`src/rtl/isp_pkg.sv`:
```
// Shared constants and types for the in-system flash programmer
package isp_pkg;
   // Register indices; the bus byte address is four times the index
   localparam logic [7:0] IDX_SYS  = 8'hbf;
   localparam logic [7:0] IDX_AH   = 8'hf4;
   localparam logic [7:0] IDX_AL   = 8'hf5;
   localparam logic [7:0] IDX_DATA = 8'hf6;
   localparam logic [7:0] IDX_CTRL = 8'hf7;
   localparam logic [7:0] IDX_STAT = 8'hf8;
   localparam int         IDX_LSB  = 2;
   localparam int         IDX_MSB  = 9;
   // Field positions and writable masks
   localparam int         SYS_EN   = 2;
   localparam logic [7:0] SYS_MASK = 8'h8f;
   localparam int         CTL_GO   = 7;
   localparam int         CTL_UPR  = 5;
   localparam logic [7:0] CTL_MASK = 8'h23;
   localparam int         ST_BUSY  = 0;
   localparam int         ST_PROT  = 1;
   localparam int         ST_OPEN  = 2;
   localparam int         ST_ENTRY = 3;
   localparam logic [7:0] RST_BYTE = 8'h00;
   // Unlock key bytes
   localparam logic [7:0] KEY_A    = 8'h55;
   localparam logic [7:0] KEY_B    = 8'haa;
   // Flash geometry
   localparam int          PAGE_BITS = 9;
   localparam logic [3:0]  LOCK_MAX  = 4'h8;
   localparam logic [16:0] PROG_TOP  = 17'h10000;
   localparam logic [7:0]  ERASED    = 8'hff;
   localparam logic [7:0]  PROT_READ = 8'h00;
   localparam logic [15:0] BOOT_ADDR = 16'h0000;
   // Bus encodings
   localparam logic [2:0]  HSIZE_WORD = 3'b010;
   localparam logic        HRESP_OKAY = 1'b0;
   typedef enum logic [1:0] {
      OP_PROG = 2'b00,
      OP_PROT = 2'b01,
      OP_PAGE = 2'b10,
      OP_CHIP = 2'b11
   } op_t;
   typedef enum logic [1:0] {
      UL_IDLE = 2'b00,
      UL_ONE  = 2'b01,
      UL_TWO  = 2'b10,
      UL_OPEN = 2'b11
   } unlock_t;
   typedef enum logic [1:0] {
      EN_IDLE  = 2'b00,
      EN_CHECK = 2'b01,
      EN_REQ   = 2'b10
   } eng_t;
endpackage

```
`src/rtl/flash_op_if.sv`:
```
// Launch and completion signals between register file and engine
`timescale 1ns/100ps
interface flash_op_if;
   logic             start;
   isp_pkg::op_t     op;
   logic [16:0]      addr;
   logic [7:0]       data;
   logic [16:0]      svc_start;
   logic             done;
   logic             pset;
   logic             pclr;
   modport ctl (output start, op, addr, data, svc_start,
                input  done, pset, pclr);
   modport eng (input  start, op, addr, data, svc_start,
                output done, pset, pclr);
endinterface

```
`src/rtl/flash_op_engine.sv`:
```
// Sequencer that turns one launched operation into flash array requests
`timescale 1ns/100ps
module flash_op_engine (
   input  wire logic        clk,      // System clock
   input  wire logic        srst,     // Sync reset, high
   flash_op_if.eng          ep,       // Launch port
   output logic             fl_req,   // Array request level
   output logic             fl_erase, // 1 page erase, 0 program
   output logic [16:0]      fl_addr,  // Array address
   output logic [7:0]       fl_wdata, // Program byte
   input  wire logic        fl_done   // Array finished, pulse
);
   isp_pkg::eng_t st_r, st_nxt;
   isp_pkg::op_t  op_r, op_nxt;
   logic [16:0] addr_r, addr_nxt, cur;
   logic [7:0]  data_r, data_nxt, page_r, page_nxt;
   logic        done_r, done_nxt, pset_r, pset_nxt, pclr_r, pclr_nxt;
   logic        era_r, era_nxt;
   logic [16:0] fa_r, fa_nxt;
   logic        hit_cur, hit_new;

   // Lock area test: program half at or above the service start
   function automatic logic locked(input logic [16:0] a,
                                   input logic [16:0] s);
      locked = !a[16] && ({1'b0, a[15:0]} >= s);
   endfunction

   assign cur     = (op_r == isp_pkg::OP_CHIP) ?
                    {page_r, {isp_pkg::PAGE_BITS{1'b0}}} :
                    (op_r == isp_pkg::OP_PAGE) ?
                    {addr_r[16:isp_pkg::PAGE_BITS],
                     {isp_pkg::PAGE_BITS{1'b0}}} : addr_r;
   assign hit_cur = locked(cur, ep.svc_start);
   assign hit_new = locked(ep.addr, ep.svc_start);

   // Next-state logic of the sequencer
   always_comb begin
      st_nxt   = st_r;
      op_nxt   = op_r;
      addr_nxt = addr_r;
      data_nxt = data_r;
      page_nxt = page_r;
      era_nxt  = era_r;
      fa_nxt   = fa_r;
      done_nxt = 1'b0;
      pset_nxt = 1'b0;
      pclr_nxt = 1'b0;
      unique case (st_r)
         isp_pkg::EN_IDLE: begin
            if (ep.start) begin
               op_nxt   = ep.op;
               addr_nxt = ep.addr;
               data_nxt = ep.data;
               page_nxt = 8'h00;
               st_nxt   = isp_pkg::EN_CHECK;
            end
         end
         isp_pkg::EN_CHECK: begin
            fa_nxt  = cur;
            era_nxt = (op_r != isp_pkg::OP_PROG);
            if (op_r == isp_pkg::OP_PROT) begin
               pset_nxt = 1'b1;
               done_nxt = 1'b1;
               st_nxt   = isp_pkg::EN_IDLE;
            end else if (!hit_cur) begin
               st_nxt = isp_pkg::EN_REQ;
            end else if (op_r == isp_pkg::OP_CHIP && page_r != 8'hff) begin
               page_nxt = page_r + 8'h01;
            end else begin
               pclr_nxt = (op_r == isp_pkg::OP_CHIP);
               done_nxt = 1'b1;
               st_nxt   = isp_pkg::EN_IDLE;
            end
         end
         isp_pkg::EN_REQ: begin
            // chip erase walks every page of both halves
            if (fl_done) begin
               if (op_r == isp_pkg::OP_CHIP && page_r != 8'hff) begin
                  page_nxt = page_r + 8'h01;
                  st_nxt   = isp_pkg::EN_CHECK;
               end else begin
                  pclr_nxt = (op_r == isp_pkg::OP_CHIP);
                  done_nxt = 1'b1;
                  st_nxt   = isp_pkg::EN_IDLE;
               end
            end
         end
         default: st_nxt = isp_pkg::EN_IDLE;
      endcase
   end

   // Sequencer registers
   always_ff @(posedge clk) begin
      if (srst) begin
         st_r   <= isp_pkg::EN_IDLE;
         op_r   <= isp_pkg::OP_PROG;
         addr_r <= '0;
         data_r <= isp_pkg::RST_BYTE;
         page_r <= 8'h00;
         era_r  <= 1'b0;
         fa_r   <= '0;
         done_r <= 1'b0;
         pset_r <= 1'b0;
         pclr_r <= 1'b0;
      end else begin
         st_r   <= st_nxt;
         op_r   <= op_nxt;
         addr_r <= addr_nxt;
         data_r <= data_nxt;
         page_r <= page_nxt;
         era_r  <= era_nxt;
         fa_r   <= fa_nxt;
         done_r <= done_nxt;
         pset_r <= pset_nxt;
         pclr_r <= pclr_nxt;
      end
   end

   assign fl_req   = (st_r == isp_pkg::EN_REQ);
   assign fl_erase = era_r;
   assign fl_addr  = fa_r;
   assign fl_wdata = data_r;
   assign ep.done  = done_r;
   assign ep.pset  = pset_r;
   assign ep.pclr  = pclr_r;

   // no request into the lock area
   lock_keep_a: assert property (
      @(posedge clk) disable iff (srst)
      fl_req |-> !locked(fl_addr, ep.svc_start))
      else $error("flash request hits the locked area");

   prog_data_a: assert property (
      @(posedge clk) disable iff (srst)
      (st_r == isp_pkg::EN_IDLE && ep.start &&
       ep.op == isp_pkg::OP_PROG && !hit_new)
      |-> ##2 (fl_req && !fl_erase && fl_wdata == $past(ep.data, 2)
               && fl_addr == $past(ep.addr, 2)))
      else $error("byte program did not reach the array");

   page_align_a: assert property (
      @(posedge clk) disable iff (srst)
      (fl_req && fl_erase) |-> fl_addr[isp_pkg::PAGE_BITS-1:0] == '0)
      else $error("erase address not page aligned");
endmodule

```
`src/rtl/insystem_flash_programmer.sv`:
```
// In-system flash programmer: register file, unlock, boot entry
// Contract
// - Global enable bit 2 permits all flash operations; zero disables them.
// - Service area lies in F000..FFFF, sized N times 512, N 0..8.
// - N of zero reserves nothing; whole program flash is ordinary.
// - N of eight reserves 4K, leaving 60K ordinary program memory.
// - Service area grows down from FFFF; start is Fx00, x even.
// - Chip erase clears both halves except the locked service area.
// - Written service area stays locked against every in-system erase.
// - Read protection returns zeros; otherwise reads return stored bytes.
// - Reset with location zero blank loads PC with service start.
// - Any forcing pin low during reset starts the service code.
// - Service entry allowed active or idle, never in power-down.
// - Target address is 16 bits: high register over low register.
// - Program or page erase inside service area changes nothing.
// - Byte program writes the data register to the target address.
// - Data register is an 8-bit read/write operand register.
// - Operation field: 00 program, 01 protect, 10 page, 11 chip.
// - Start bit stays read-only until 55, AA, 55 written to data.
// - Start latches operands, stalls CPU, self-clears at completion.
// - Upper-array bit selects data flash, acting as address bit 16.
`timescale 1ns/100ps
module insystem_flash_programmer (
   input  wire logic        clk,           // 200 MHz system clock
   input  wire logic        srst,          // Sync reset, high
   input  wire logic        hsel,          // AHB slave select
   input  wire logic [31:0] haddr,         // AHB address
   input  wire logic [1:0]  htrans,        // AHB transfer type
   input  wire logic        hwrite,        // AHB write
   input  wire logic [2:0]  hsize,         // AHB size
   input  wire logic [31:0] hwdata,        // AHB write data
   input  wire logic        hready,        // AHB bus ready
   output logic             hreadyout,     // Slave ready
   output logic [31:0]      hrdata,        // Read data
   output logic             hresp,         // Always OKAY
   input  wire logic        force_entry_pin_a_n, // Strap pin, low
   input  wire logic        force_entry_pin_b_n, // Strap pin, low
   input  wire logic        force_entry_pin_c_n, // Strap pin, low
   input  wire logic        power_down,    // Core in power-down
   input  wire logic [3:0]  lock_size_nv,  // Nonvolatile lock size
   input  wire logic [7:0]  first_byte,    // Flash byte at zero
   output logic             pc_load,       // Load PC, pulse
   output logic [15:0]      pc_load_addr,  // PC value to load
   output logic             cpu_stall,     // Hold program counter
   input  wire logic [7:0]  fl_rd_data,    // Raw array read byte
   output logic [7:0]       cpu_rd_data,   // Filtered read byte
   output logic             fl_req,        // Array request level
   output logic             fl_erase,      // Page erase, else program
   output logic [16:0]      fl_addr,       // Array address
   output logic [7:0]       fl_wdata,      // Program byte
   input  wire logic        fl_done        // Array done, pulse
);
   flash_op_if ep ();

   logic [7:0]  sys_r, sys_nxt, ah_r, ah_nxt, al_r, al_nxt;
   logic [7:0]  data_r, data_nxt, ctrl_r, ctrl_nxt;
   logic [7:0]  rd_r, rd_nxt, stat, wb, rsel;
   logic [31:0] hrdata_r, hrdata_nxt;
   logic [7:0]  widx_r, widx_nxt;
   logic        wpend_r, wpend_nxt, prot_r, prot_nxt, go;
   logic        acc, mapped, busy;
   isp_pkg::unlock_t ul_r, ul_nxt;
   logic [3:0]  lock_n;
   logic [16:0] svc_start;
   logic [2:0]  pin_s1, pin_s2;
   logic        srst_d_r, forced_r, forced_nxt;
   logic        entry_r, entry_nxt, pcl_r, pcl_nxt;
   logic [15:0] pca_r, pca_nxt;

   // lock size clamped to eight blocks
   assign lock_n = (lock_size_nv > isp_pkg::LOCK_MAX) ?
                   isp_pkg::LOCK_MAX : lock_size_nv;
   // start grows down from top; N of zero gives top itself
   assign svc_start = isp_pkg::PROG_TOP -
                      {4'h0, lock_n, {isp_pkg::PAGE_BITS{1'b0}}};

   // Zero-wait slave; only whole-word transfers are taken
   assign acc    = hsel && htrans[1] && hready &&
                   hsize == isp_pkg::HSIZE_WORD;
   assign mapped = haddr[31:isp_pkg::IDX_MSB+1] == '0 &&
                   haddr[isp_pkg::IDX_LSB-1:0] == '0;
   assign wb     = hwdata[7:0];
   assign busy   = ctrl_r[isp_pkg::CTL_GO];

   // Status byte shows engine and unlock state
   always_comb begin
      stat = 8'h00;
      stat[isp_pkg::ST_BUSY]  = busy;
      stat[isp_pkg::ST_PROT]  = prot_r;
      stat[isp_pkg::ST_OPEN]  = (ul_r == isp_pkg::UL_OPEN);
      stat[isp_pkg::ST_ENTRY] = entry_r;
      stat[7:4] = lock_n;
   end

   // Read mux; unmapped offsets read zero
   always_comb begin
      rsel = 8'h00;
      if (mapped) begin
         unique case (haddr[isp_pkg::IDX_MSB:isp_pkg::IDX_LSB])
            isp_pkg::IDX_SYS:  rsel = sys_r;
            isp_pkg::IDX_AH:   rsel = ah_r;
            isp_pkg::IDX_AL:   rsel = al_r;
            isp_pkg::IDX_DATA: rsel = data_r;
            isp_pkg::IDX_CTRL: rsel = ctrl_r;
            isp_pkg::IDX_STAT: rsel = stat;
            default:           rsel = 8'h00;
         endcase
      end
   end

   // Register file next values
   always_comb begin
      sys_nxt    = sys_r;
      ah_nxt     = ah_r;
      al_nxt     = al_r;
      data_nxt   = data_r;
      ctrl_nxt   = ctrl_r;
      ul_nxt     = ul_r;
      prot_nxt   = prot_r;
      go         = 1'b0;
      wpend_nxt  = acc && hwrite && mapped;
      widx_nxt   = haddr[isp_pkg::IDX_MSB:isp_pkg::IDX_LSB];
      hrdata_nxt = (acc && !hwrite) ? {24'h0, rsel} : hrdata_r;
      if (wpend_r) begin
         unique case (widx_r)
            isp_pkg::IDX_SYS:  sys_nxt = wb & isp_pkg::SYS_MASK;
            isp_pkg::IDX_AH:   ah_nxt = wb;
            isp_pkg::IDX_AL:   al_nxt = wb;
            isp_pkg::IDX_DATA: begin
               // plain operand byte, also feeds the key check
               data_nxt = wb;
               // key sequence opens the start bit
               unique case (ul_r)
                  isp_pkg::UL_IDLE:
                     ul_nxt = (wb == isp_pkg::KEY_A) ?
                              isp_pkg::UL_ONE : isp_pkg::UL_IDLE;
                  isp_pkg::UL_ONE:
                     ul_nxt = (wb == isp_pkg::KEY_B) ? isp_pkg::UL_TWO :
                              (wb == isp_pkg::KEY_A) ? isp_pkg::UL_ONE :
                              isp_pkg::UL_IDLE;
                  isp_pkg::UL_TWO:
                     ul_nxt = (wb == isp_pkg::KEY_A) ?
                              isp_pkg::UL_OPEN : isp_pkg::UL_IDLE;
                  isp_pkg::UL_OPEN: ul_nxt = isp_pkg::UL_OPEN;
               endcase
            end
            isp_pkg::IDX_CTRL: begin
               // Control is frozen while an operation runs
               if (!busy) begin
                  ctrl_nxt = wb & isp_pkg::CTL_MASK;
                  if (wb[isp_pkg::CTL_GO] && ul_r == isp_pkg::UL_OPEN &&
                      sys_r[isp_pkg::SYS_EN]) begin
                     go = 1'b1;
                     ctrl_nxt[isp_pkg::CTL_GO] = 1'b1;
                  end
               end
            end
            default: ;
         endcase
      end
      // start bit clears itself at completion
      if (ep.done) begin
         ctrl_nxt[isp_pkg::CTL_GO] = 1'b0;
      end
      // protect sets the flag, chip erase clears it
      if (ep.pclr) begin
         prot_nxt = 1'b0;
      end
      if (ep.pset) begin
         prot_nxt = 1'b1;
      end
      rd_nxt = prot_r ? isp_pkg::PROT_READ : fl_rd_data;
   end

   // Register file state
   always_ff @(posedge clk) begin
      if (srst) begin
         sys_r    <= isp_pkg::RST_BYTE;
         ah_r     <= isp_pkg::RST_BYTE;
         al_r     <= isp_pkg::RST_BYTE;
         data_r   <= isp_pkg::RST_BYTE;
         ctrl_r   <= isp_pkg::RST_BYTE;
         ul_r     <= isp_pkg::UL_IDLE;
         prot_r   <= 1'b0;
         wpend_r  <= 1'b0;
         widx_r   <= 8'h00;
         hrdata_r <= 32'h0;
         rd_r     <= isp_pkg::RST_BYTE;
      end else begin
         sys_r    <= sys_nxt;
         ah_r     <= ah_nxt;
         al_r     <= al_nxt;
         data_r   <= data_nxt;
         ctrl_r   <= ctrl_nxt;
         ul_r     <= ul_nxt;
         prot_r   <= prot_nxt;
         wpend_r  <= wpend_nxt;
         widx_r   <= widx_nxt;
         hrdata_r <= hrdata_nxt;
         rd_r     <= rd_nxt;
      end
   end

   // Launch port toward the engine
   assign ep.start = go;
   assign ep.op    = isp_pkg::op_t'(wb[1:0]);
   // upper-array bit is address bit 16
   assign ep.addr  = {wb[isp_pkg::CTL_UPR], ah_r, al_r};
   assign ep.data  = data_r;
   assign ep.svc_start = svc_start;

   flash_op_engine u_eng (
      .clk      (clk),
      .srst     (srst),
      .ep       (ep.eng),
      .fl_req   (fl_req),
      .fl_erase (fl_erase),
      .fl_addr  (fl_addr),
      .fl_wdata (fl_wdata),
      .fl_done  (fl_done)
   );

   // Strap synchroniser; runs through reset so pins are seen during it
   always_ff @(posedge clk) begin
      pin_s1   <= {force_entry_pin_c_n, force_entry_pin_b_n,
                   force_entry_pin_a_n};
      pin_s2   <= pin_s1;
      srst_d_r <= srst;
      forced_r <= forced_nxt;
   end

   // strap caught during reset, judged at release
   always_comb begin
      forced_nxt = srst ? !(&pin_s2) : forced_r;
      entry_nxt  = entry_r;
      pcl_nxt    = 1'b0;
      pca_nxt    = pca_r;
      if (srst_d_r && !srst) begin
         // blank or strapped, not in power-down
         if ((forced_r || first_byte == isp_pkg::ERASED) &&
             !power_down && !svc_start[16]) begin
            entry_nxt = 1'b1;
            pcl_nxt   = 1'b1;
            pca_nxt   = svc_start[15:0];
         end
      end
   end

   // Boot entry state
   always_ff @(posedge clk) begin
      if (srst) begin
         entry_r <= 1'b0;
         pcl_r   <= 1'b0;
         pca_r   <= isp_pkg::BOOT_ADDR;
      end else begin
         entry_r <= entry_nxt;
         pcl_r   <= pcl_nxt;
         pca_r   <= pca_nxt;
      end
   end

   assign hreadyout    = 1'b1;
   assign hresp        = isp_pkg::HRESP_OKAY;
   assign hrdata       = hrdata_r;
   assign cpu_stall    = busy;
   assign cpu_rd_data  = rd_r;
   assign pc_load      = pcl_r;
   assign pc_load_addr = pca_r;

   en_gate_a: assert property (
      @(posedge clk) disable iff (srst)
      ep.start |-> sys_r[isp_pkg::SYS_EN])
      else $error("launch with global enable cleared");

   // no launch before the key sequence
   key_gate_a: assert property (
      @(posedge clk) disable iff (srst)
      (ul_r != isp_pkg::UL_OPEN) |=> !$rose(cpu_stall))
      else $error("start bit set without key sequence");

   // stall rises after launch and drops only on completion
   stall_hold_a: assert property (
      @(posedge clk) disable iff (srst)
      (ep.start || (cpu_stall && !ep.done)) |=> cpu_stall)
      else $error("stall dropped before completion");

   prot_read_a: assert property (
      @(posedge clk) disable iff (srst)
      prot_r |=> cpu_rd_data == isp_pkg::PROT_READ)
      else $error("protected read leaked data");

   // unprotected reads pass the array byte
   open_read_a: assert property (
      @(posedge clk) disable iff (srst)
      !prot_r |=> cpu_rd_data == $past(fl_rd_data))
      else $error("unprotected read altered");

   // entry address has the Fx00 form with x even
   entry_form_a: assert property (
      @(posedge clk) disable iff (srst)
      pc_load |-> (pc_load_addr[15:12] == 4'hf &&
                   pc_load_addr[8:0] == 9'h000))
      else $error("service start address malformed");

   pd_block_a: assert property (
      @(posedge clk) disable iff (srst)
      pc_load |-> !$past(power_down))
      else $error("service entry during power-down");

   // array address is high register over low register
   addr_join_a: assert property (
      @(posedge clk) disable iff (srst)
      (ep.start && ep.op == isp_pkg::OP_PROG &&
       (ep.addr[16] || {1'b0, ah_r, al_r} < svc_start))
      |-> ##2 (fl_req &&
               fl_addr[15:0] == {$past(ah_r, 2), $past(al_r, 2)}))
      else $error("target address not formed from registers");
endmodule

```
`config.mk`:
```
export PLATFORM = sky130hd
export DESIGN_NAME = insystem_flash_programmer
export DESIGN_NICKNAME = d
export VERILOG_FILES = /design/src/rtl/isp_pkg.sv /design/src/rtl/flash_op_if.sv /design/src/rtl/flash_op_engine.sv /design/src/rtl/insystem_flash_programmer.sv
export SDC_FILE = /design/constraint.sdc
export NUM_CORES = 1
export LEC_CHECK = 0
export BUFFER_PORTS_ARGS = -buffer_cell sky130_fd_sc_hd__buf_2
export CAP_MARGIN = 20
export CORE_MARGIN = 2
export CORE_UTILIZATION = 56
export CTS_BUF_LIST = sky130_fd_sc_hd__clkbuf_16
export DETAILED_ROUTE_END_ITERATION = 12
export MAX_ROUTING_LAYER = met4
export PLACE_DENSITY_LB_ADDON = 0.1
export SLEW_MARGIN = 20
export SYNTH_ARGS = -nofsm -noshare
export SYNTH_HDL_FRONTEND = slang
export SYNTH_HIERARCHICAL = 1
export SYNTH_SLANG_ARGS = --single-unit
```
`constraint.sdc`:
```
create_clock -name clk -period 7 [get_ports clk]
set_input_delay 1.4 -clock clk [delete_from_list [all_inputs] [get_ports clk]]
set_output_delay 1.4 -clock clk [all_outputs]
set_load 0.02 [all_outputs]
```
# Yosys cells after proc, flatten, opt, wreduce, memory -nomap -nowiden
# Index checks and enable logic that the tools add are counted.
[totals] reg_bits=145 input_bits=99 elab_cells=149
[op_classes] n_addsub=2 order_cmp=2 n_eq_ne=29 muxes=41 bitwise_logic=3 reduce_logical=43
[ops] operator="equality test 8 bit, second input constant" n=13
[ops] operator="2-to-1 mux 8 bit" n=7
[ops] operator="case mux 8 bit (6 select lines)" n=1
[ops] operator="case mux 8 bit (3 select lines)" n=1
[ops] operator="logical NOT 22 bit" n=1
[ops] operator="2-to-1 mux 1 bit" n=18
[ops] operator=">= comparator 16 x 17 -> 1 bit" n=1
[ops] operator="2-to-1 mux 17 bit" n=1
[ops] operator="subtractor 17 x 13 -> 17 bit, first input constant" n=1
[ops] operator="logical AND 1 bit" n=14
[ops] operator="2-to-1 mux 2 bit" n=7
[ops] operator="AND reduction 2 bit" n=7
[ops] operator="equality test 2 bit, second input constant" n=5
[ops] operator="2-to-1 mux 9 bit" n=1
[ops] operator="AND reduction 3 bit" n=3
[ops] operator="adder 8 x 1 -> 8 bit, second input constant" n=1
[ops] operator="equality test 8 x 7 -> 1 bit, second input constant" n=1
[ops] operator="!= test 8 bit, second input constant" n=1
[ops] operator="case mux 2 bit (4 select lines)" n=1
[ops] operator="OR reduction 2 bit" n=4
[ops] operator="equality test 2 x 1 -> 1 bit, second input constant" n=3
[ops] operator="logical NOT 1 bit" n=6
[ops] operator="logical NOT 2 bit" n=3
[ops] operator="case mux 2 bit (3 select lines)" n=1
[ops] operator="other kinds (12)" n=18

# Logic depth before layout (Yosys ltp)
# Gate-level depths: netlist of run 1.
[logic_depth] depth_word=9 depth_mapped=12 mapped_depth_nobuf=12

# Modules after synthesis
# The synthesis of run 1 kept the hierarchy.
[by_module_without_submodules] module="insystem_flash_programmer" instances=1 cells_each=374 area_per_inst_um2=3459.6 seq_area_each_um2=1551.5
[by_module_without_submodules] module="flash_op_engine" instances=1 cells_each=367 area_per_inst_um2=2961.6 seq_area_each_um2=1161.1

# Worst setup path after synthesis of run 1
# OpenSTA, ideal clock, no wires.
[synth_timing] path_kind="input port to flip-flop" startpoint="input lock_size_nv[0]" endpoint="register u_eng.st_r[0]" t_arrival_ps=3566 required_time_ps=6879 path_slack_ps=3313 cell_stages=12 path_cell_list="nor2b_1 > inv_1 > ha_1 > xnor2_1 > inv_1 > ha_1 > o21ai_0 > o21bai_1 > o21bai_1 > nand3_1 > a41oi_1 > mux2_2"
[synth_via] elab_chain_cells=8
[synth_lines] element="start, declared" line_no="insystem_flash_programmer.sv:40" source="input wire logic [3:0] lock_size_nv,"
[synth_lines] element="greater-than comparator 4 bit" line_no="insystem_flash_programmer.sv:71" source="assign lock_n = (lock_size_nv > isp_pkg::LOCK_MAX) ?"
[synth_lines] element="2-to-1 mux 4 bit *" line_no="insystem_flash_programmer.sv:71"
[synth_lines] element="subtractor 17 x 13 -> 17 bit *" line_no="insystem_flash_programmer.sv:74" source="assign svc_start = isp_pkg::PROG_TOP -"
[synth_lines] element="via ep.svc_start[11]" line_no="flash_op_if.sv:8" source="logic [16:0] svc_start;"
[synth_lines] element=">= comparator 16 x 17 -> 1 bit *" line_no="flash_op_engine.sv:25" source="locked = !a[16] && ({1'b0, a[15:0]} >= s);"
[synth_lines] element="logical AND 1 bit *" line_no="flash_op_engine.sv:25"
[synth_lines] element="2-to-1 mux 2 bit" line_no="flash_op_engine.sv:65" source="end else if (!hit_cur) begin"
[synth_lines] element="2-to-1 mux 2 bit" line_no="flash_op_engine.sv:61" source="if (op_r == isp_pkg::OP_PROT) begin"
[synth_lines] element="case mux 2 bit (3 select lines)" line_no="flash_op_engine.sv:48" source="unique case (st_r)"
[synth_lines] element="end signal, assigned" line_no="flash_op_engine.sv:95" source="st_r <= isp_pkg::EN_IDLE;"
[synth_lines] element="end signal, assigned" line_no="flash_op_engine.sv:106" source="st_r <= st_nxt;"
[synth_lines] element="end, declared" line_no="flash_op_engine.sv:13" source="isp_pkg::eng_t st_r, st_nxt;"
# The timed path passes the listed nets; every way through them passes the cells marked *.
# A chain may end at the register's enable or synchronous reset.

# Worst setup path after layout of run 1
# Same ends and word-level chain as after synthesis.

==> results of run 1 <==
through the flow:
| stage | total power, mW | instance area, µm² | hold slack (ns) | cells |
|---|---|---|---|---|
| 5_1_grt | 2.035 | 7581 | 0.3277 | 1011 |
| 3_3_place_gp | 1.051 | 6969 | 0.3118 | 979 |
| 2_1_floorplan | 1.002 | 6579 | 0.3096 | 783 |
| 3_5_place_dp | 1.059 | 6969 | 0.3128 | 979 |
| 6_report | 1.970 | 7581 | 0.3263 | 1011 |
| 4_1_cts | 1.973 | 7581 | 0.3285 | 1011 |
logic make-up after synthesis:
group	count (synthesis)
compound gates	129
mux	50
xor+xnor	1
buf+inv	106
flops	135
simple gates	295
fa+ha+maj	23
other cells	2
layer usage:
metal	wire length, µm	track usage, %	vias to the layer above	part of all wire [%]
met5	0	-	-	0
met1	6887	33.76	2606	43
met3	930	4.593	46	5.8
li1	-	-	2722	-
met4	558	12.51	0	3.5
met2	7556	41.35	233	47
power groups by stage:
stage               Clock, mW  Sequential (mW)  Combinational, mW
finish                  0.922            0.797              0.251
CTS                     0.929            0.797              0.247
global route            0.965            0.798              0.272
floorplan                   0            0.825              0.177
global placement            0            0.813              0.239
detailed placement          0            0.814              0.245
registers in the layout (all words and copies together), names as in the netlist, 2 cells and up:
name / cells
u_eng/addr_r: 17
u_eng/page_r: 8
widx_r: 8
u_eng/fl_addr: 17
pin_s1: 3
pin_s2: 3
u_eng/st_r: 2
ctrl_r: 4
pc_load_addr: 6
hrdata: 8
cpu_rd_data: 8
data_r: 8
ul_r: 2
al_r: 8
u_eng/fl_wdata: 8
ah_r: 8
sys_r: 5
u_eng/op_r: 2
worst min-delay path by stage:
stage	startpoint	end	slack, ns	cells past startpoint
6_report	pin_s1[0]	pin_s2[0]	0.33	0
5_1_grt	pin_s1[0]	pin_s2[0]	0.33	0
4_1_cts	pin_s1[0]	pin_s2[0]	0.33	0
3_5_place_dp	pin_s1[0]	pin_s2[0]	0.31	0
3_3_place_gp	pin_s1[1]	pin_s2[1]	0.31	0
2_1_floorplan	pin_s1[0]	pin_s2[0]	0.31	0
cells in the final DEF, fill, tap and decap left out, types with 4 or more instances in the layout:
cell and n:
a22oi_1 13, o21ai_1 6, bufinv_16 4, a21oi_1 50, nand4_1 10, a32o_1 4, nand2b_1 5, mux2i_1 45
buf_2 124, dfxtp_1 134, ha_1 23, nand3_1 19, clkbuf_16 17, nand3b_1 4, a211oi_1 6, nor4_1 10
nor2b_1 26, o21ai_0 11, inv_1 34, mux2_2 5, nor3_1 10, conb_1 44, nor2_1 70, o31ai_1 4
and2_1 14, nand2_1 97
area by class of cell:
class	count	area (µm²)	share of cell area (%)
Sequential cell	135	2713	35.78
Clock buffer	17	425.4	5.611
Tap cell	143	178.9	2.360
Inverter	32	120.1	1.584
Timing Repair Buffer	127	643.1	8.483
Clock inverter	15	186.4	2.459
Multi-Input combinational cell	542	3314	43.72
critical path: cells and delay by family:
family | cells | cell delay [ns]
AOI/OAI and AO/OA | 2 | 0.66
xor gates and xnor gates | 1 | 0.20
adders and majority gates | 2 | 0.53
buffers and inverters | 3 | 0.25
muxes | 1 | 0.37
and+or+nand+nor | 4 | 0.80
==> impl_metrics.env, run 1 <==
export IMPL_crit_chain="buf_2 > nor2b_1 > inv_1 > ha_1 > xnor2_1 > inv_1 > ha_1 > nand4_1 > nor3_1 > a2bb2oi_1 > nand3_1 > a41oi_1 > mux2_2"
export IMPL_yosys_cell_types_count=71
export IMPL_fin_skew_ns=0.009533
export IMPL_grt_max_degree=74
export IMPL_num_antenna_cells=0
export IMPL_cts_setup_buffers=0
export IMPL_final_fill_count=975
export IMPL_cp_required_ns=7.31
export IMPL_antenna_found_initial=0
export IMPL_dieArea_um2=12340
export IMPL_startpoint="lock_size_nv[0]"
export IMPL_leakagePower_nw=3.226
export IMPL_core_um2=11320
export IMPL_synth_cells=741
export IMPL_first_pass_iters=7
export IMPL_p_seq_share_pct=40.5
export IMPL_avgSynthCellArea_um2=8.666
export IMPL_gp_congestion=0.9352
export IMPL_tns_ns=0
export IMPL_setup_ws_ns=3.080
export IMPL_min_period_ns=3.920
export IMPL_p_clk_share_pct=46.8
export IMPL_rsz0062_at_grt="no"
export IMPL_cp_max_fo=6
export IMPL_cts_sinks=135
export IMPL_reg2reg_from="u_eng/op_r[1]"
export IMPL_syn_to_final_growth_pct=18.06
export IMPL_synth_top_family_by_area="simple AND/OR/NAND/NOR gates"
export IMPL_place_ws_ns=2.675
export IMPL_ios=186
export IMPL_ys_seq_area_share_pct=42.24
export IMPL_cts_buffers=17
export IMPL_vias=5607
export IMPL_power_internal_mw=1.462
export IMPL_synth_top_cell_area_share_pct=41.78
export IMPL_ys_ff_latch=135
export IMPL_cts_tree="built"
export IMPL_synth_main_ff_cell="dfxtp_1"
export IMPL_relSlewSlack_pct=39.29
export IMPL_hp_class="flip-flop to flip-flop"
export IMPL_ir_drop_mv=0.1926
export IMPL_slowest_delay_ns=0.44
export IMPL_portBuffers=125
export IMPL_grt_pass1_vias=5202
export IMPL_yosys_top_cells_count="134 x dfxtp_1, 97 x nand2_1, 70 x nor2_1, 50 x a21oi_1, 45 x mux2i_1"
export IMPL_finalMaxSlewViolations=0
export IMPL_synth_adder_area_share_pct=4.482
export IMPL_reg2regPathDepth=9
export IMPL_finalHoldViolCount=0
export IMPL_ctsResizeCount=0
export IMPL_cpMaxStageDelayCell="a41oi_1"
export IMPL_fin_util_pct=66.97
export IMPL_synth_edf_count=1
export IMPL_grt_pass1_wl_mm=25.62
export IMPL_muxShareOfSynthArea_pct=7.892
export IMPL_cts_buffer_depth=2
export IMPL_outcome="completed"
export IMPL_drc_errors=0
export IMPL_worst_r2r_endpoint="u_eng/st_r[0]"
export IMPL_p_per_area_nw_per_um2=259.9
export IMPL_grt_total_usage_pct=26.52
export IMPL_yosysWarnings=6
export IMPL_yosysTopAreaCell="dfxtp_1"
export IMPL_crit_path_end="u_eng/st_r[0]"
export IMPL_synth_most_common_cell="dfxtp_1"
export IMPL_start_util_pct=56.72
export IMPL_drive_above_1_share_pct=19.93
export IMPL_max_freq_mhz=255.1
export IMPL_maxCapViolCount=0
export IMPL_setup_violations=0
export IMPL_comb_power_share_pct=12.7
export IMPL_clkTransAtPathRegs_ns=0.06
export IMPL_cts_htree_levels=4
export IMPL_switching_share_pct=25.78
export IMPL_worstSetupStartpointType="input port"
export IMPL_via_per_inst=5.546
export IMPL_detail_route_antenna_nets=0
export IMPL_synth_area_um2=6421
export IMPL_die_h_um=111.1
export IMPL_fin_crit_sh_pct=56.00
export IMPL_yosys_area_share_simple_pct=23.05
export IMPL_wl_per_cell_um=15.76
export IMPL_synth_area_top_cells="dfxtp_1 42%, mux2i_1 7.0%, nand2_1 5.7%"
export IMPL_ys_async_sr_fraction_pct=0
export IMPL_switchingPower_mw=0.5079
export IMPL_wl_mm=15.93
export IMPL_overflow=0
export IMPL_insertion_delay_ns=0.42
export IMPL_worst_slew_pin_slew_ns=0.9084
export IMPL_synth_compound_area_share_pct=13.48
export IMPL_clockRootBuffer="clkbuf_16"
export IMPL_regToRegSetupSlack_ns=3.41
export IMPL_rows=39
export IMPL_arrival_ns=4.23
export IMPL_endpoint_kind="flip-flop"
export IMPL_drtIter0Drc=366
export IMPL_holdBufCountCts=0
export IMPL_fin_nets=977
export IMPL_critical_path_class="input port to flip-flop"
export IMPL_die_w_um=111.1
export IMPL_hpwlAfterDp_mm=11.73
export IMPL_synth_xor_area_share_pct=0.1364
No activity file was read; power rests on OpenSTA's default activity.
==> run 2: changes to the inputs <==
--- a/config.mk
+++ b/config.mk
@@ -8,7 +8,7 @@
 export BUFFER_PORTS_ARGS = -buffer_cell sky130_fd_sc_hd__buf_2
 export CAP_MARGIN = 20
 export CORE_MARGIN = 2
-export CORE_UTILIZATION = 56
+export CORE_UTILIZATION = 47
 export CTS_BUF_LIST = sky130_fd_sc_hd__clkbuf_16
 export DETAILED_ROUTE_END_ITERATION = 12
 export MAX_ROUTING_LAYER = met4
==> constraint.sdc (replaced) <==
create_clock -name clk -period 3.2 [get_ports clk]
set_input_delay 0.64 -clock clk [delete_from_list [all_inputs] [get_ports clk]]
set_output_delay 0.64 -clock clk [all_outputs]
set_load 0.02 [all_outputs]
==> run 2 against run 1 <==
Register-to-register slack lost 3.0 ns. Critical path depth is the same. Power grew 99%. Flip-flop and latch count is the same. Critical path type unchanged. Highest routed layer unchanged.
==> impl_metrics.env, run 2 (synthesis gave the netlist of run 1 again) <==
export IMPL_drc_errors=0
export IMPL_mostFrequentLayoutCells="134 x dfxtp_1, 124 x buf_2, 97 x nand2_1"
export IMPL_worst_slew_pin_slew_ns=0.9041
export IMPL_fin_crit_sh_pct=88.87
export IMPL_max_freq_mhz=351.6
export IMPL_cts_buffer_depth=2
export IMPL_antenna_found_initial=0
export IMPL_cts_setup_buffers=0
export IMPL_first_pass_iters=4
export IMPL_leakagePower_nw=3.265
export IMPL_finalPower_mw=3.915
export IMPL_whs_ns=0.3232
export IMPL_relSlewSlack_pct=39.58
export IMPL_dieArea_um2=14610
export IMPL_gp_congestion=0.9257
export IMPL_start_util_pct=48.30
export IMPL_setup_violations=0
export IMPL_final_common_cell="dfxtp_1"
export IMPL_wl_mm=16.66
export IMPL_drtIter0Drc=419
export IMPL_rsz0062_at_grt="no"
export IMPL_wl_per_cell_um=15.77
export IMPL_overflow=0
export IMPL_grt_total_usage_pct=23.67
export IMPL_die_w_um=120.9
export IMPL_hpwlAfterDp_mm=12.50
export IMPL_arrival_ns=3.14
export IMPL_core_um2=13300
export IMPL_finalHoldViolCount=0
export IMPL_clkTransAtPathRegs_ns=0.05
export IMPL_cts_htree_levels=4
export IMPL_p_per_area_nw_per_um2=513.9
export IMPL_clockRootBuffer="clkbuf_16"
export IMPL_worstSetupStartpointType="input port"
export IMPL_cts_sinks=135
export IMPL_cp_required_ns=3.50
export IMPL_insertion_delay_ns=0.42
export IMPL_detail_route_antenna_nets=0
export IMPL_grt_pass1_vias=5191
export IMPL_holdBufCountCts=0
export IMPL_grt_max_degree=82
export IMPL_outcome="completed"
export IMPL_portBuffers=125
export IMPL_hp_class="flip-flop to flip-flop"
export IMPL_critical_path_class="input port to flip-flop"
export IMPL_ios=186
export IMPL_vias=5617
export IMPL_finalMaxSlewViolations=0
export IMPL_endpoint_kind="flip-flop"
export IMPL_ctsResizeCount=0
export IMPL_ir_drop_mv=0.3411
export IMPL_min_period_ns=2.844
export IMPL_crit_chain="buf_2 > nor2b_1 > inv_1 > ha_1 > xnor2_1 > inv_1 > ha_1 > o21ai_0 > o21bai_1 > o21bai_1 > nand3_1 > a41oi_1 > mux2_2"
export IMPL_fin_skew_ns=0.01172
export IMPL_cp_max_fo=4
export IMPL_slowest_delay_ns=0.36
export IMPL_fin_nets=992
export IMPL_cpMaxStageDelayCell="mux2_2"
export IMPL_maxCapViolCount=0
export IMPL_cts_tree="built"
export IMPL_die_h_um=120.9
export IMPL_syn_to_final_growth_pct=18.63
export IMPL_num_antenna_cells=0
export IMPL_via_per_inst=5.314
export IMPL_cts_buffers=17
export IMPL_rows=42
export IMPL_grt_pass1_wl_mm=26.40
export IMPL_drive_above_1_share_pct=20.54
export IMPL_tns_ns=0
==> run 2: changes by cell type in the layout (fill, tap and decap cells not counted), sizes merged <==
cell | before | now
bufinv | 4 | 0
inv | 35 | 39
clkinvlp | 2 | 1
clkinv | 6 | 5
buf | 127 | 142
==> run 2: worst paths after layout <==
kind,depth (start not counted),startpoint,end,slack (ns)
worst max-delay path,13,lock_size_nv[3],u_eng/st_r[0],0.36
worst min-delay path,0,pin_s1[0],pin_s2[0],0.32
worst max register to register,9,u_eng/op_r[1],u_eng/st_r[0],0.40
worst min register to register,0,pin_s1[0],pin_s2[0],0.32
==> run 2: metrics by stage <==
| stage | cell area [µm²] | setup WS (ns) | util [%] | std cells |
|---|---|---|---|---|
| final | 7617 | 0.3561 | 57.29 | 1057 |
| after global routing | 7617 | 0.1031 | 57.29 | 1057 |
| after CTS | 7617 | 0.3732 | 57.29 | 1057 |
| after detailed placement | 7136 | -0.02755 | 53.67 | 1027 |
| after global placement | 7136 | 0.01186 | 53.67 | 1027 |
| after floorplan | 6579 | 0.2733 | - | 783 |
==> run 2: worst max-delay path: cells and delay by family <==
kind / cells / cell delay (ns)
AOI/OAI and AO/OA: 4 / 0.79
adders and majority gates: 2 / 0.52
xor gates and xnor gates: 1 / 0.23
buffers and inverters: 3 / 0.26
muxes: 1 / 0.36
and+or+nand+nor: 2 / 0.34
==> run 2: where the power goes <==
part           switching, mW  internal, mW
registers             0.0209          1.72
clock network          0.657         0.945
logic                  0.369         0.198
==> run 2: cell type report <==
class	instances	area [µm²]
clock inverters	13	56.30
inverters	32	120.1
clock buffers	17	425.4
flip-flops and latches	135	2713
multi-input cells	542	3314
repair buffers	142	768.2
fillers	1246	5678
well taps	176	220.2
==> run 2: layer usage <==
layer  vias to the layer above  GRT usage [%]  share of wire [%]
met1                      2653          30.49                 45
li1                       2759              -                  -
met2                       187          37.18                 47
met5                         -              -                  0
met3                        18          5.780                6.2
met4                         0          6.613                1.4
==> run 3: changes to the inputs <==
--- a/config.mk
+++ b/config.mk
@@ -8,7 +8,7 @@
 export BUFFER_PORTS_ARGS = -buffer_cell sky130_fd_sc_hd__buf_2
 export CAP_MARGIN = 20
 export CORE_MARGIN = 2
-export CORE_UTILIZATION = 47
+export CORE_UTILIZATION = 52
 export CTS_BUF_LIST = sky130_fd_sc_hd__clkbuf_16
 export DETAILED_ROUTE_END_ITERATION = 12
 export MAX_ROUTING_LAYER = met4
==> constraint.sdc (replaced) <==
create_clock -name clk -period 2.9 [get_ports clk]
set_input_delay 0.58 -clock clk [delete_from_list [all_inputs] [get_ports clk]]
set_output_delay 0.58 -clock clk [all_outputs]
set_load 0.02 [all_outputs]
==> run 3 against run 2 <==
Flip-flop and latch count unchanged. Clock skew down 0.0050 ns. Register-to-register slack worse by 0.32 ns. Design area up 1.6%. Sequential power up 9.7%. Worst setup slack worse by 0.27 ns. Critical path type is now flip-flop to flip-flop. Largest cell class unchanged. Largest power group is now the clock network.
==> impl_metrics.env, run 3 (synthesis gave the netlist of run 1 again) <==
export IMPL_cpMaxStageDelayCell="dfxtp_1"
export IMPL_overflow=0
export IMPL_crit_chain="inv_1 > o21ai_0 > ha_1 > a21o_1 > a21oi_1 > a2bb2oi_1 > nand3_1 > a41oi_2 > mux2_2"
export IMPL_drive_above_1_share_pct=22.05
export IMPL_grt_pass1_vias=5289
export IMPL_syn_to_final_growth_pct=20.52
export IMPL_final_common_cell="dfxtp_1"
export IMPL_path_delay_family="compound AO/OA/AOI/OAI gates"
export IMPL_design_area_um2=7739
export IMPL_cts_buffer_depth=2
export IMPL_wl_mm=16.67
export IMPL_rows=40
export IMPL_slowest_delay_ns=0.40
export IMPL_finalHoldViolCount=0
export IMPL_fin_crit_sh_pct=97.08
export IMPL_mostFrequentLayoutCells="134 x dfxtp_1, 124 x buf_2, 97 x nand2_1"
export IMPL_worst_slew_pin_slew_ns=0.6969
export IMPL_insertion_delay_ns=0.42
export IMPL_hp_class="input port to flip-flop"
export IMPL_maxCapViolCount=0
export IMPL_p_clk_share_pct=45.3
export IMPL_hpwlAfterDp_mm=12.31
export IMPL_num_antenna_cells=0
export IMPL_grt_total_usage_pct=26.50
export IMPL_cts_buffers=17
export IMPL_relSlewSlack_pct=52.93
export IMPL_detail_route_antenna_nets=0
export IMPL_place_area_um2=7137
export IMPL_die_w_um=115.1
export IMPL_fin_util_pct=64.43
export IMPL_antenna_found_initial=0
export IMPL_fin_nets=998
export IMPL_worst_path_buf_inv=1
export IMPL_grt_max_degree=90
export IMPL_worstSetupStartpointType="flip-flop"
export IMPL_rsz0062_at_grt="yes"
export IMPL_cts_tree="built"
export IMPL_worst_r2r_endpoint="u_eng/st_r[0]"
export IMPL_core_um2=12010
export IMPL_first_pass_iters=10
export IMPL_arrival_ns=3.12
export IMPL_switchingPower_mw=1.234
export IMPL_holdBufCountCts=0
export IMPL_ir_drop_mv=0.3020
export IMPL_comb_power_share_pct=13.9
export IMPL_cp_required_ns=3.20
export IMPL_power_internal_mw=3.478
export IMPL_crit_path_end="u_eng/st_r[0]"
export IMPL_max_freq_mhz=355.2
export IMPL_wl_per_cell_um=16.09
export IMPL_endpoint_kind="flip-flop"
export IMPL_clockRootBuffer="clkbuf_16"
export IMPL_grt_pass1_wl_mm=26.61
export IMPL_switching_share_pct=26.18
export IMPL_dieArea_um2=13250
export IMPL_cts_sinks=135
export IMPL_gp_congestion=0.9368
export IMPL_cp_max_fo=4
export IMPL_drc_errors=0
export IMPL_setup_violations=0
export IMPL_p_seq_share_pct=40.8
export IMPL_leakagePower_nw=3.325
export IMPL_finalMaxSlewViolations=0
export IMPL_p_per_area_nw_per_um2=608.9
export IMPL_outcome="completed"
export IMPL_reg2regPathDepth=9
export IMPL_min_period_ns=2.815
export IMPL_cts_htree_levels=4
export IMPL_critical_path_class="flip-flop to flip-flop"
export IMPL_drtIter0Drc=407
export IMPL_reg2reg_from="u_eng/page_r[5]"
export IMPL_start_util_pct=53.46
export IMPL_startpoint="u_eng/page_r[5]"
export IMPL_regToRegSetupSlack_ns=0.08
export IMPL_worst_path_stages=9
export IMPL_via_per_inst=5.465
export IMPL_ios=186
export IMPL_clkTransAtPathRegs_ns=0.06
export IMPL_portBuffers=125
export IMPL_die_h_um=115.1
export IMPL_fin_skew_ns=0.006722
export IMPL_vias=5662
## run 3: changes by cell type in the layout (fill, tap and decap cells not counted), sizes merged
cell / before / now
clkinv: 5 / 9
buf: 142 / 148
inv: 39 / 34
bufinv: 0 / 3
## run 3: how the worst min path moves through the flow
stage	from	endpoint	slack [ns]	depth (start not counted)
detailed placement	pin_s1[0]	pin_s2[0]	0.31	0
global placement	pin_s1[1]	pin_s2[1]	0.31	0
CTS	force_entry_pin_c_n	pin_s1[2]	0.25	1
global route	force_entry_pin_b_n	pin_s1[1]	0.25	1
finish	force_entry_pin_c_n	pin_s1[2]	0.26	1
floorplan	pin_s1[0]	pin_s2[0]	0.31	0
## run 3: worst register-to-register path, cell delays in order (launching register included)
cell and delay [ns]:
dfxtp_1 0.40, inv_1 0.11, o21ai_0 0.40, ha_1 0.34, a21o_1 0.16, a21oi_1 0.15, a2bb2oi_1 0.25, nand3_1 0.24
a41oi_2 0.29, mux2_2 0.36
## run 3: area by class of cell
| type | count | area, µm² |
|---|---|---|
| Clock buffer | 17 | 425.4 |
| Clock inverter | 15 | 161.4 |
| Fill cell | 1046 | 4273 |
| Inverter | 32 | 120.1 |
| Multi-Input combinational cell | 542 | 3322 |
| Sequential cell | 135 | 2713 |
| Tap cell | 147 | 183.9 |
| Timing Repair Buffer | 148 | 813.3 |
## run 3: power by group through the flow
stage,registers [mW],logic (mW),clock network (mW)
after floorplan,1.99,0.428,0
after global placement,1.96,0.618,0
after detailed placement,1.96,0.630,0
after CTS,1.92,0.634,2.16
after global routing,1.93,0.710,2.24
final,1.92,0.656,2.13
## run 3: routing by layer
| metal | up-vias | GRT usage, % | routed length (µm) |
|---|---|---|---|
| met5 | - | - | 0 |
| met4 | 0 | 7.631 | 127 |
| met3 | 17 | 5.061 | 936 |
| met2 | 201 | 41.49 | 8015 |
| met1 | 2672 | 35.07 | 7593 |
| li1 | 2772 | - | - |
## run 3: per-stage QoR
step,std cells,power [mW],TNS [ns],setup slack (ns),hold slack [ns]
after detailed placement,1003,2.593,-2.024,-0.3275,0.3121
after floorplan,783,2.419,0,0.03333,0.3096
after global routing,1036,4.878,-0.1615,-0.04889,0.2457
after global placement,1003,2.577,-1.017,-0.2295,0.3105
final,1036,4.712,0,0.08454,0.2628
after CTS,1035,4.715,0,0.08163,0.2500
## run 3: what timing repair did
item	in CTS	in global routing
endpoints found under the setup margin	0	5
endpoints found under the hold margin	0	0
gates resized for setup	0	1
buffers inserted	0	1
